**config.mk**
```make
export PLATFORM = sky130hd
export DESIGN_NAME = motor_control_pwm_timer
export DESIGN_NICKNAME = d
export VERILOG_FILES = /design/src/rtl/tmr_pkg.sv /design/src/rtl/dt_if.sv /design/src/rtl/motor_control_pwm_timer.sv /design/src/rtl/dead_time.sv
export SDC_FILE = /design/constraint.sdc
export NUM_CORES = 1
export LEC_CHECK = 0
export BUFFER_PORTS_ARGS = -buffer_cell sky130_fd_sc_hd__buf_4
export CAP_MARGIN = 10
export CORE_ASPECT_RATIO = 1.25
export CORE_UTILIZATION = 45
export CTS_CLUSTER_SIZE = 16
export DETAILED_ROUTE_END_ITERATION = 6
export HOLD_SLACK_MARGIN = 0.15
export SYNTH_ARGS = -nofsm -noshare
export SYNTH_HDL_FRONTEND = slang
export SYNTH_SLANG_ARGS = --single-unit
```
**constraint.sdc**
```tcl
create_clock -name clk_i -period 3.25 [get_ports clk_i]
set_input_delay 0.65 -clock clk_i [delete_from_list [all_inputs] [get_ports clk_i]]
set_output_delay 0.65 -clock clk_i [all_outputs]
set_load 0.03 [all_outputs]
```
**src/rtl/tmr_pkg.sv**
```systemverilog
// Register map, field layout and encodings of the motor-control PWM timer.
// Assumes one 100 MHz clock and word-wide AHB-Lite register access.
package tmr_pkg;
  localparam int CW = 16;
  localparam int DTW = 8;
  localparam int NCH = 4;
  localparam int NPAIR = 3;

  // ---------------------------------------------------------------
  // Register offsets
  // ---------------------------------------------------------------
  localparam logic [7:0] OFF_CTRL = 8'h00;
  localparam logic [7:0] OFF_PSC = 8'h04;
  localparam logic [7:0] OFF_ARR = 8'h08;
  localparam logic [7:0] OFF_CNT = 8'h0c;
  localparam logic [7:0] OFF_CHMODE = 8'h10;
  localparam logic [7:0] OFF_DEAD = 8'h14;
  localparam logic [7:0] OFF_CMP0 = 8'h20;
  localparam logic [7:0] OFF_STAT = 8'h30;
  localparam logic [7:0] OFF_CLR = 8'h34;
  localparam logic [7:0] OFF_IEN = 8'h38;

  // ---------------------------------------------------------------
  // Control fields
  // ---------------------------------------------------------------
  localparam int B_EN = 0;
  localparam int B_DIR = 1;
  localparam int B_OPM = 3;
  localparam int B_ENC = 4;
  localparam int B_HALL = 5;
  localparam int B_FRZ = 6;
  localparam int B_DBGOFF = 7;
  localparam int B_TRIG = 8;
  localparam int B_MOE = 9;
  localparam int B_DMA = 10;
  localparam int CTRL_W = 11;

  localparam logic [1:0] CM_UP = 2'h0;
  localparam logic [1:0] CM_DOWN = 2'h1;
  localparam logic [1:0] CM_CENTER = 2'h2;

  localparam int CHM_STRIDE = 4;
  localparam logic [2:0] CH_OFF = 3'h0;
  localparam logic [2:0] CH_CAP = 3'h1;
  localparam logic [2:0] CH_TOG = 3'h2;
  localparam logic [2:0] CH_PWM = 3'h3;
  localparam logic [2:0] CH_LOW = 3'h4;
  localparam logic [2:0] CH_HIGH = 3'h5;

  localparam int IRQ_UPD = 0;
  localparam int IRQ_CC0 = 1;
  localparam int IRQ_TRG = 5;
  localparam int IRQ_W = 6;

  // ---------------------------------------------------------------
  // Reset values
  // ---------------------------------------------------------------
  localparam logic [CW-1:0] ARR_RST = 16'hffff;
  localparam logic [CW-1:0] PSC_RST = 16'h0000;
endpackage : tmr_pkg

```
**src/rtl/dt_if.sv**
```systemverilog
// Carrier between the timer core and one dead-time generator.
// Assumes both ends run on the timer clock.
`timescale 1ns/100ps
`default_nettype none
interface dt_if;
  logic ref_lvl;
  logic [tmr_pkg::DTW-1:0] dead;
  logic en;
  logic hi;
  logic lo;
  modport core (output ref_lvl, output dead, output en, input hi, input lo);
  modport gen (input ref_lvl, input dead, input en, output hi, output lo);
endinterface : dt_if
`default_nettype wire

```
**src/rtl/motor_control_pwm_timer.sv**
```systemverilog
// Advanced motor-control timer: prescaled 16-bit counter, four channels,
// three dead-time pairs, encoder and hall inputs, timer linking.
// Assumes an AHB-Lite master with single word transfers; pins are
// synchronous to clk_i.
//
// Our own choices: register access over AHB-Lite and the register addresses.
`timescale 1ns/100ps
`default_nettype none
module motor_control_pwm_timer (
  input wire logic clk_i,
  input wire logic rst_n_i,
  input wire logic hsel_i,
  input wire logic [31:0] haddr_i,
  input wire logic [1:0] htrans_i,
  input wire logic hwrite_i,
  input wire logic [2:0] hsize_i,
  input wire logic [31:0] hwdata_i,
  input wire logic hready_i,
  output logic hreadyout_o,
  output logic [31:0] hrdata_o,
  output logic hresp_o,
  input wire logic [3:0] cap_i,
  input wire logic [2:0] hall_i,
  input wire logic enc_a_i,
  input wire logic enc_b_i,
  input wire logic trig_i,
  input wire logic dbg_halt_i,
  output logic [3:0] pwm_o,
  output logic [2:0] pwm_n_o,
  output logic trgo_o,
  output logic dma_req_o,
  output logic irq_o
);
  logic [tmr_pkg::CTRL_W-1:0] ctrl;
  logic [15:0] psc;
  logic [15:0] arr;
  logic [15:0] cnt;
  logic [15:0] psc_cnt;
  logic [15:0] chmode;
  logic [7:0] dead;
  logic [15:0] cmp [tmr_pkg::NCH];
  logic [tmr_pkg::IRQ_W-1:0] status;
  logic [tmr_pkg::IRQ_W-1:0] ien;
  logic [tmr_pkg::IRQ_W-1:0] ev;
  logic [tmr_pkg::IRQ_W-1:0] clr;
  logic wr_pend;
  logic [7:0] wr_addr;
  logic take;
  logic [31:0] rd_val;
  logic cdir;
  logic run;
  logic tick;
  logic cstep;
  logic up_now;
  logic upd;
  logic center;
  logic trig_rst;
  logic enc_a_q;
  logic enc_b_q;
  logic enc_step;
  logic out_on;
  logic [3:0] src;
  logic [3:0] src_q;
  logic [3:0] cap_ev;
  logic [3:0] match;
  logic [3:0] ref_lvl;
  logic [2:0] pair_hi;
  logic [2:0] pair_lo;
  logic pwm3;
  logic [1:0] cmode;

  // ---------------------------------------------------------------
  // Bus slave
  // ---------------------------------------------------------------
  // Zero-wait slave: writes land in the data phase, reads are sampled
  // in the address phase, so a read directly behind a write to the same
  // register would see the old value.
  assign take = hsel_i && htrans_i[1] && hready_i;
  assign hreadyout_o = 1'b1;
  assign hresp_o = 1'b0;

  always_ff @(posedge clk_i or negedge rst_n_i) begin
    if (!rst_n_i) begin
      wr_pend <= 1'b0;
      wr_addr <= 8'h00;
    end else begin
      wr_pend <= take && hwrite_i;
      wr_addr <= haddr_i[7:0];
    end
  end

  always_comb begin
    rd_val = 32'h0;
    case (haddr_i[7:0])
      tmr_pkg::OFF_CTRL: rd_val[tmr_pkg::CTRL_W-1:0] = ctrl;
      tmr_pkg::OFF_PSC: rd_val[15:0] = psc;
      tmr_pkg::OFF_ARR: rd_val[15:0] = arr;
      tmr_pkg::OFF_CNT: rd_val[15:0] = cnt;
      tmr_pkg::OFF_CHMODE: rd_val[15:0] = chmode;
      tmr_pkg::OFF_DEAD: rd_val[7:0] = dead;
      tmr_pkg::OFF_STAT: rd_val[tmr_pkg::IRQ_W-1:0] = status;
      tmr_pkg::OFF_IEN: rd_val[tmr_pkg::IRQ_W-1:0] = ien;
      default: begin
        if (haddr_i[7:4] == tmr_pkg::OFF_CMP0[7:4]) begin
          rd_val[15:0] = cmp[haddr_i[3:2]];
        end
      end
    endcase
  end

  always_ff @(posedge clk_i or negedge rst_n_i) begin
    if (!rst_n_i) begin
      hrdata_o <= 32'h0;
    end else if (take && !hwrite_i) begin
      hrdata_o <= rd_val;
    end
  end

  always_ff @(posedge clk_i or negedge rst_n_i) begin
    if (!rst_n_i) begin
      psc <= tmr_pkg::PSC_RST;
      arr <= tmr_pkg::ARR_RST;
      chmode <= 16'h0;
      dead <= 8'h0;
      ien <= '0;
    end else if (wr_pend) begin
      case (wr_addr)
        tmr_pkg::OFF_PSC: psc <= hwdata_i[15:0];
        tmr_pkg::OFF_ARR: arr <= hwdata_i[15:0];
        tmr_pkg::OFF_CHMODE: chmode <= hwdata_i[15:0];
        tmr_pkg::OFF_DEAD: dead <= hwdata_i[7:0];
        tmr_pkg::OFF_IEN: ien <= hwdata_i[tmr_pkg::IRQ_W-1:0];
        default: ;
      endcase
    end
  end

  // ---------------------------------------------------------------
  // Control and linking
  // ---------------------------------------------------------------
  assign trig_rst = trig_i && ctrl[tmr_pkg::B_TRIG];

  always_ff @(posedge clk_i or negedge rst_n_i) begin
    if (!rst_n_i) begin
      ctrl <= '0;
    end else begin
      if (wr_pend && wr_addr == tmr_pkg::OFF_CTRL) begin
        ctrl <= hwdata_i[tmr_pkg::CTRL_W-1:0];
      end
      if (upd && ctrl[tmr_pkg::B_OPM]) begin
        ctrl[tmr_pkg::B_EN] <= 1'b0;
      end
      if (trig_rst) begin
        ctrl[tmr_pkg::B_EN] <= 1'b1;
      end
    end
  end

  // ---------------------------------------------------------------
  // Prescaler and counter
  // ---------------------------------------------------------------
  assign cmode = ctrl[tmr_pkg::B_DIR +: 2];
  assign center = (cmode == tmr_pkg::CM_CENTER) && !ctrl[tmr_pkg::B_ENC];
  assign run = ctrl[tmr_pkg::B_EN]
    && !(dbg_halt_i && ctrl[tmr_pkg::B_FRZ]);
  assign tick = run && !ctrl[tmr_pkg::B_ENC] && (psc_cnt >= psc);
  assign enc_step = (enc_a_i ^ enc_a_q) ^ (enc_b_i ^ enc_b_q);
  assign cstep = tick || (run && ctrl[tmr_pkg::B_ENC] && enc_step);

  always_comb begin
    if (ctrl[tmr_pkg::B_ENC]) begin
      up_now = enc_a_q ^ enc_b_i;
    end else begin
      case (cmode)
        tmr_pkg::CM_DOWN: up_now = 1'b0;
        tmr_pkg::CM_CENTER: up_now = cdir;
        default: up_now = 1'b1;
      endcase
    end
  end

  assign upd = cstep && (up_now ? (cnt >= arr) : (cnt == 16'h0));

  always_ff @(posedge clk_i or negedge rst_n_i) begin
    if (!rst_n_i) begin
      psc_cnt <= 16'h0;
      enc_a_q <= 1'b0;
      enc_b_q <= 1'b0;
    end else begin
      enc_a_q <= enc_a_i;
      enc_b_q <= enc_b_i;
      if (trig_rst) begin
        psc_cnt <= 16'h0;
      end else if (run && !ctrl[tmr_pkg::B_ENC]) begin
        psc_cnt <= (psc_cnt >= psc) ? 16'h0 : psc_cnt + 16'h1;
      end
    end
  end

  // Centre mode turns without repeating the end value, so one period
  // is two times the auto-reload value in counter steps.
  always_ff @(posedge clk_i or negedge rst_n_i) begin
    if (!rst_n_i) begin
      cnt <= 16'h0;
      cdir <= 1'b1;
    end else if (wr_pend && wr_addr == tmr_pkg::OFF_CNT) begin
      cnt <= hwdata_i[15:0];
    end else if (trig_rst) begin
      cnt <= 16'h0;
      cdir <= 1'b1;
    end else if (cstep) begin
      if (up_now) begin
        if (cnt >= arr) begin
          if (center) begin
            cnt <= (cnt == 16'h0) ? 16'h0 : cnt - 16'h1;
            cdir <= 1'b0;
          end else begin
            cnt <= 16'h0;
          end
        end else begin
          cnt <= cnt + 16'h1;
        end
      end else if (cnt == 16'h0) begin
        if (center) begin
          cnt <= (arr == 16'h0) ? 16'h0 : 16'h1;
          cdir <= 1'b1;
        end else begin
          cnt <= arr;
        end
      end else begin
        cnt <= cnt - 16'h1;
      end
    end
  end

  // ---------------------------------------------------------------
  // Channels
  // ---------------------------------------------------------------
  // Hall mode feeds the xor of all sensors into channel 0, so any
  // sensor edge captures the counter; unused sensors are tied still.
  always_comb begin
    src = cap_i;
    if (ctrl[tmr_pkg::B_HALL]) begin
      src[0] = ^hall_i;
    end
  end

  always_ff @(posedge clk_i or negedge rst_n_i) begin
    if (!rst_n_i) begin
      src_q <= 4'h0;
    end else begin
      src_q <= src;
    end
  end

  genvar k;
  generate
    for (k = 0; k < tmr_pkg::NCH; k++) begin : g_ch
      logic [2:0] chm;
      logic edge_seen;
      assign chm = chmode[k*tmr_pkg::CHM_STRIDE +: 3];
      assign edge_seen = (k == 0 && ctrl[tmr_pkg::B_HALL])
        ? (src[k] ^ src_q[k]) : (src[k] & ~src_q[k]);
      assign cap_ev[k] = run && chm == tmr_pkg::CH_CAP && edge_seen;
      assign match[k] = cstep && cnt == cmp[k]
        && (chm == tmr_pkg::CH_TOG || chm == tmr_pkg::CH_PWM);

      always_ff @(posedge clk_i or negedge rst_n_i) begin
        if (!rst_n_i) begin
          cmp[k] <= 16'h0;
        end else if (cap_ev[k]) begin
          cmp[k] <= cnt;
        end else if (wr_pend && wr_addr == tmr_pkg::OFF_CMP0 + 8'(4*k)) begin
          cmp[k] <= hwdata_i[15:0];
        end
      end

      // PWM is active below the compare value, so a compare of zero is
      // always off and one above the reload value is always on.
      always_ff @(posedge clk_i or negedge rst_n_i) begin
        if (!rst_n_i) begin
          ref_lvl[k] <= 1'b0;
        end else begin
          case (chm)
            tmr_pkg::CH_PWM: begin
              ref_lvl[k] <= ctrl[tmr_pkg::B_EN] && (cnt < cmp[k]);
            end
            tmr_pkg::CH_TOG: begin
              if (match[k]) begin
                ref_lvl[k] <= ~ref_lvl[k];
              end
            end
            tmr_pkg::CH_HIGH: ref_lvl[k] <= 1'b1;
            default: ref_lvl[k] <= 1'b0;
          endcase
        end
      end

    end
  endgenerate

  // ---------------------------------------------------------------
  // Outputs
  // ---------------------------------------------------------------
  assign out_on = ctrl[tmr_pkg::B_MOE]
    && !(dbg_halt_i && ctrl[tmr_pkg::B_DBGOFF]);

  generate
    for (k = 0; k < tmr_pkg::NPAIR; k++) begin : g_pair
      dt_if link ();
      assign link.ref_lvl = ref_lvl[k];
      assign link.dead = dead;
      assign link.en = out_on;
      dead_time u_dt (
        .clk_i(clk_i),
        .rst_n_i(rst_n_i),
        .g(link.gen)
      );
      assign pair_hi[k] = link.hi;
      assign pair_lo[k] = link.lo;
    end
  endgenerate

  always_ff @(posedge clk_i or negedge rst_n_i) begin
    if (!rst_n_i) begin
      pwm3 <= 1'b0;
      trgo_o <= 1'b0;
      dma_req_o <= 1'b0;
    end else begin
      pwm3 <= ref_lvl[3] && out_on;
      trgo_o <= upd;
      dma_req_o <= upd && ctrl[tmr_pkg::B_DMA];
    end
  end

  assign pwm_o = {pwm3, pair_hi};
  assign pwm_n_o = pair_lo;

  // ---------------------------------------------------------------
  // Interrupts
  // ---------------------------------------------------------------
  assign ev = {trig_rst, cap_ev | match, upd};
  assign clr = (wr_pend && wr_addr == tmr_pkg::OFF_CLR)
    ? hwdata_i[tmr_pkg::IRQ_W-1:0] : '0;

  always_ff @(posedge clk_i or negedge rst_n_i) begin
    if (!rst_n_i) begin
      status <= '0;
    end else begin
      status <= (status & ~clr) | ev;
    end
  end

  assign irq_o = |(status & ien);

  logic quiet;
  assign quiet = !wr_pend && !trig_rst;
endmodule : motor_control_pwm_timer
`default_nettype wire

```
**src/rtl/dead_time.sv**
```systemverilog
// Dead-time generator for one complementary output pair.
// Assumes the reference level and dead count come from the timer core.
`timescale 1ns/100ps
`default_nettype none
module dead_time (
  input wire logic clk_i,
  input wire logic rst_n_i,
  dt_if.gen g
);
  logic ref_q;
  logic hi;
  logic lo;
  logic [tmr_pkg::DTW-1:0] left;

  // ---------------------------------------------------------------
  // Pair sequencing
  // ---------------------------------------------------------------
  // Any edge of the reference drops both sides first, so a zero dead
  // count still leaves one idle cycle and the bridge never shoots through.
  always_ff @(posedge clk_i or negedge rst_n_i) begin
    if (!rst_n_i) begin
      ref_q <= 1'b0;
      hi <= 1'b0;
      lo <= 1'b0;
      left <= '0;
    end else begin
      ref_q <= g.ref_lvl;
      if (g.ref_lvl != ref_q) begin
        left <= g.dead;
        hi <= 1'b0;
        lo <= 1'b0;
      end else if (left != '0) begin
        left <= left - 8'h01;
      end else begin
        hi <= g.ref_lvl & g.en;
        lo <= ~g.ref_lvl & g.en;
      end
    end
  end

  assign g.hi = hi;
  assign g.lo = lo;
endmodule : dead_time
`default_nettype wire

```
; Word-level counts from Yosys, hierarchy flattened
; Index checks and enable logic that the tools add are counted.
[totals]
regBits = 247
input_bits = 85
word_cells = 291
output_inout_bits = 44
[op_classes]
mux = 71
add_sub_neg = 6
bitwise_logic = 30
n_eq_ne = 52
n_reduce_logical = 85
order_cmp = 7
[ops]
columns = cell, n
row1 = $mux 16, 23
row2 = $eq 16x16->1, 4
row3 = $eq 8x6->1 const B, 8
row4 = $lt 16x16->1, 4
row5 = $mux 8, 6
row6 = $pmux 6 s8, 1
row7 = $logic_and 1x1->1, 45
row8 = $add 16x1->16 const B, 2
row9 = $bmux 16 s2, 1
row10 = $eq 8x4->1 const B, 4
row11 = $eq 8x5->1 const B, 4
row12 = $ge 16x16->1, 2
row13 = $logic_not 16->1, 2
row14 = $mux 1, 31
row15 = $pmux 5 s5, 1
row16 = $eq 3x2->1 const B, 8
row17 = $reduce_bool 8->1, 3
row18 = $sub 8x1->8 const B, 3
row19 = $reduce_bool 2->1, 10
row20 = $pmux 3 s6, 1
row21 = $eq 8x3->1 const B, 2
row22 = $logic_not 8->1, 2
row23 = $sub 16x1->16 const B, 1
row24 = $pmux 2 s7, 1
row25 = other kinds (31), 82

; Longest topological paths before layout
[depth]
depth_word = 10
depth_mapped = 12
ltp_nobuf = 10

; By module
; Synthesis repeated with hierarchy kept, for this count alone.
[hier_totals]
cells_unflattened = 1730
area_unflattened_um2 = 15986.6
[modules_own_cells]
columns = module, instances, seq_area_each_um2, cells_per_inst, area_each_um2
row1 = motor_control_pwm_timer, 1, 5376.4, 1529, 14094.8
row2 = dead_time, 3, 275.3, 67, 630.6

; Least setup slack after synthesis
; OpenSTA, ideal clock, no wires.
[synth_timing]
kind = reg-to-reg
from = reg cnt[0]
to = reg cnt[12]
period_less_slack_ns = 2.741
slack_ns = 0.509
path_buffers = 1
arrival_time_ns = 2.654
stages_incl_launch_ff = 12
setup_time_ns = 0.087
required_time_ns = 3.163
cell_sequence = dfrtp_1 -> clkbuf_1 -> inv_1 -> ha_1 -> nand2b_4 -> or4_4 -> or4b_4 -> nor3_2 -> xnor2_1 -> o22ai_1 -> a21oi_1 -> a211oi_2
[synth_between]
elab_chain_len = 8
elab_cells_between_ends = 12
cone_classes = add/sub: 2 / order compare: 1 / mux: 8 / reduce/logical: 1
[synth_rtl]
columns = element, line
row1 = start: declaration, motor_control_pwm_timer.sv:37  ; logic [15:0] cnt;
row2 = start signal: assignment, motor_control_pwm_timer.sv:207  ; cnt <= hwdata_i[15:0];
row3 = start signal: assignment, motor_control_pwm_timer.sv:215  ; cnt <= (cnt == 16'h0) ? 16'h0 : cnt - 16'h1;
row4 = start signal: assignment, motor_control_pwm_timer.sv:221  ; cnt <= cnt + 16'h1;
row5 = $sub 16x1->16 or $logic_not 16->1 (tied branches), "motor_control_pwm_timer.sv:215, motor_control_pwm_timer.sv:231, motor_control_pwm_timer.sv:223"
row6 = $mux 16, motor_control_pwm_timer.sv:215
row7 = $mux 16, motor_control_pwm_timer.sv:214  ; if (center) begin
row8 = $mux 16, motor_control_pwm_timer.sv:213  ; if (cnt >= arr) begin
row9 = $mux 16 (*), motor_control_pwm_timer.sv:212  ; if (up_now) begin
row10 = $mux 16 (*), motor_control_pwm_timer.sv:211  ; end else if (cstep) begin
row11 = $mux 16 (*), motor_control_pwm_timer.sv:208  ; end else if (trig_rst) begin
row12 = $mux 16 (*), motor_control_pwm_timer.sv:206  ; end else if (wr_pend && wr_addr == tmr_pkg::OFF_CNT) begin
; Every way passes the cells marked *; elsewhere a longest branch is shown, timed or not. The select of a mux whose other input is x is not followed.
; A chain may end at the register's enable or synchronous reset.

; Worst setup path after layout
[layout_timing]
from = reg arr[2]
to = reg status[0] (netlist bit)
[layout_between]
elab_chain_len = 4
[layout_rtl]
columns = element, line
row1 = start: declaration, motor_control_pwm_timer.sv:36  ; logic [15:0] arr;
row2 = start signal: assignment, motor_control_pwm_timer.sv:122  ; arr <= tmr_pkg::ARR_RST;
row3 = start signal: assignment, motor_control_pwm_timer.sv:129  ; tmr_pkg::OFF_ARR: arr <= hwdata_i[15:0];
row4 = $ge 16x16->1, motor_control_pwm_timer.sv:182  ; assign upd = cstep && (up_now ? (cnt >= arr) : (cnt == 16'h0));
row5 = $mux 1, motor_control_pwm_timer.sv:182
row6 = $logic_and 1x1->1, motor_control_pwm_timer.sv:182
row7 = via upd, motor_control_pwm_timer.sv:55  ; logic upd;
row8 = $or 6x6->6, motor_control_pwm_timer.sv:350  ; status <= (status & ~clr) | ev;
row9 = end signal: assignment, motor_control_pwm_timer.sv:350
row10 = end: declaration, motor_control_pwm_timer.sv:42  ; logic [tmr_pkg::IRQ_W-1:0] status;
; The timed path passes the listed nets, and every way through them passes these cells.

==> out/metrics.cfg <==
[synthesis]
synth.avg_cell_area_sq_um=9.15
ys_types=72
synth_edf_count=0
synthTopCellsByArea=dfrtp_1 37%, ha_1 8.5%, mux2i_1 4.6%, nand2_1 4.3%, o21ai_0 3.9%
synthCells=1716
synthMuxAreaShare_pct=10.2
synth_fa_ha_area_share_pct=8.52
synth_top_area_cell=dfrtp_1
synth-main-ff-cell=dfrtp_1
seq_area_frac_synth_pct=39.5
yosysWarnings=0
synthArstFlopShare_pct=100
synth-compound-area-share_pct=16.4
synth_xor_area_share_pct=2.73
syn_area_sq_mm=0.0157
synth_top_cell_area_share_pct=36.6
synth-simple-area-share_pct=16.3
synth_top_family_by_area=compound AO/OA/AOI/OAI gates
ys_ff_latch=247

[worst_setup_path]
path_cells=inv_1 > ha_1 > a21o_1 > a31oi_1 > o21ai_0 > a211oi_1 > buf_4 > a21oi_2 > buf_4 > and2_1 > a21o_1
crit_fanout=4
crit_cells=11
reg2regPathDepth=11
startpoint=arr[2]$_DFFE_PN1P_
start_kind=flop
critPathCapture=status[0]$_DFF_PN0_
r2r-end=status[0]$_DFF_PN0_
endpoint_kind=flop
max_stage_delay_ns=0.63
cp.buffers_inverters=3
r2r-start=arr[2]$_DFFE_PN1P_
cp_data_arrival_time_ns=3.55
rrSetupSlack_ns=0.19
slowest_stage=dfstp_2
critical-path-top-delay-family=compound AO/OA/AOI/OAI gates
cp.required_ns=3.73
setup.worst_path.class=reg -> reg

[placement]
dpl_cell_area_sq_mm=0.0168
portBuffers=66
gp_congestion=0.900
place_hpwl_um=36300

[route]
drtIter0Drc=1099
drt-vias-per-instance=5.87
routedWlPerCell_um=22.1
postRouteAntennaNets=0
drc=4
wl_um=49900
dr.pass1.iters=7
num_vias=13300

[power]
peakVddDrop_mv=0.382
power_density_mw_per_mm2=462
p_leak_nw=8.85
total_power_w=0.00823

[grt]
use_met2_pct=47.0
first_global_vias=12800
gr-total-overflow=0
grt_use_met1_pct=36.5
grt_start_max_net_pins=83
top_usage_layer=met2
grt_first_pass_wirelength_um=76600
track_usage_pct=28.3
antenna_found_initial=0
globalRouteMet3Util_pct=3.52

[cells_and_area]
fin_nets=1964
drive_above_1_share_pct=15.2
final_core_util_pct=51.7
fin_area_sq_mm=0.0178
fill_cells=3246
syn2layout_area_growth_pct=13.3
n_antenna_cell=0

[die]
core_sq_mm=0.0344
row_count=76
io_pins=129
die_h_um=211
start_util_pct=45.6
die_x_um=169
die-area_sq_mm=0.0357

[timing]
whs_ns=0.181
slew_headroom_pct=30.5
finalSetupTns_ns=0
fmax_mhz=326
post-route-period-util_pct=94.3
setup_viol=0
finalCriticalPeriod_ns=3.06
worst_pin_slew_ns=1.04
finalHoldViolCount=0
slew_violations=0
rsz0062_at_grt=no
skew_ns=0.0294

[worst_hold_path]
hp-class=in -> reg

[status]
outcome=finished, violations left
failed_checks=DRC

[clocking]
clk_path_buf_depth=3
postCtsSetupBuffers=0
clk_pin_slew_ns=0.06
htreeDepth=1
numCtsBuffers=28
cts_tree=built
cts-root-buf=clkbuf_16
worstSkewPairLatency_ns=0.59
numClockSinks=247

[flow_run]
max_cap_violations=0

[per-layer routing]
metal | up-vias | wire length (um)
li1 | 6199 | -
met3 | 113 | 2750
met5 | - | 0
met4 | 0 | 2370
met1 | 6525 | 21000
met2 | 443 | 23800
[Yosys cell counts (all sizes together) (3+ instances only)]
library cell and number:
a31oi 19, a221oi 16, a21oi 111, o211ai 8, a211oi 7, nor4b 3
dfrtp 230, nor3b 8, and3 18, clkbuf 82, o22ai 10, buf 40
nand2 181, mux2i 72, ha 107, nand3 40, mux2 44, a22oi 15
xor2 24, nand2b 17, nor2b 12, inv 106, a32oi 3, xnor2 25
and4 5, mux4 17, a21o 29, nand3b 4, nor4 12, o31ai 15
nor2 135, or4 7, a211o 8, nand4 26, or3 9, o21ai 130
and2 9, nor3 43, o21a 10, a222oi 7, dfstp 17, a2111oi 4
a22o 11
[what timing repair did]
action,4_1_cts,5_1_grt
endpoints found under the setup margin,0,7
endpoints found under the hold margin,72,0
hold buffers,1,0
gates resized for setup,0,2
[layout make-up]
type | count | area (sq um) | share of cell area (%)
Tap cell | 468 | 586 | 3.29
Timing Repair Buffer | 132 | 1040 | 5.83
Sequential cell | 247 | 6200 | 34.8
Clock inverter | 11 | 190 | 1.07
Multi-Input combinational cell | 1257 | 8620 | 48.4
Inverter | 106 | 398 | 2.24
Clock buffer | 41 | 769 | 4.32
[cell families (layout without fill, tap and decap cells)]
family          count (synthesis)  in the layout
compound gates                416            416
xor+xnor                       49             49
fa+ha+maj                     107            107
buf+inv                       228            290
flops                         247            247
mux                           133            133
other cells                     2             18
simple gates                  534            534
[registers in the layout (all words and copies together), names as in the netlist, 4 cells and up]
signal / flops
arr: 16
chmode: 16
cmp: 64
cnt: 16
ctrl: 11
dead: 8
g_pair.u_dt.left: 24
hrdata_o: 16
ien: 6
psc: 16
psc_cnt: 16
src_q: 4
status: 6
wr_addr: 8
[cells in the final DEF (no fill, tap or decap), types with 15 or more instances in the layout]
master	netlist	routed
dfrtp_1	230	230
nand2_1	181	181
nor2_1	132	131
buf_4	28	127
o21ai_0	121	121
a21oi_1	110	110
ha_1	107	107
inv_1	106	106
mux2i_1	72	72
mux2_2	43	43
nand3_1	40	39
nor3_1	39	37
a21o_1	29	29
clkbuf_16	0	28
nand4_1	26	26
xnor2_1	25	25
xor2_1	24	24
a31oi_1	19	19
and3_1	18	18
conb_1	2	18
mux4_2	17	17
dfstp_2	17	17
nand2b_1	16	16
a221oi_1	16	16
a22oi_1	15	15
[where the power goes]
part / internal (W) / total [W] / switching, W / leakage, nW
Combinational: 0.000557 / 0.00130 / 0.000748 / 5.33
Clock: 0.00197 / 0.00335 / 0.00138 / 0.461
Sequential: 0.00333 / 0.00358 / 0.000244 / 3.06
Total: 0.00586 / 0.00823 / 0.00237 / 8.85
[metrics by stage]
stage               setup slack, ns  instances
floorplan                     0.509       1732
global placement              0.249       2209
detailed placement            0.186       2209
CTS                           0.154       2262
global route                 0.0522       2262
finish                        0.185       2262
[worst min-delay path by stage]
stage	startpoint	to	slack (ns)	depth (start not counted)
floorplan	rst_n_i	chmode[0]$_DFFE_PN0P_	0.35	0
global placement	hrdata_o[7]$_DFFE_PN0P_	hrdata_o[7]$_DFFE_PN0P_	0.46	2
detailed placement	hrdata_o[4]$_DFFE_PN0P_	hrdata_o[4]$_DFFE_PN0P_	0.47	1
CTS	enc_b_i	enc_b_q$_DFF_PN0_	0.16	1
global route	enc_b_i	enc_b_q$_DFF_PN0_	0.16	1
finish	enc_a_i	enc_a_q$_DFF_PN0_	0.18	1
Note: power is estimated with default switching activity, not from simulation.
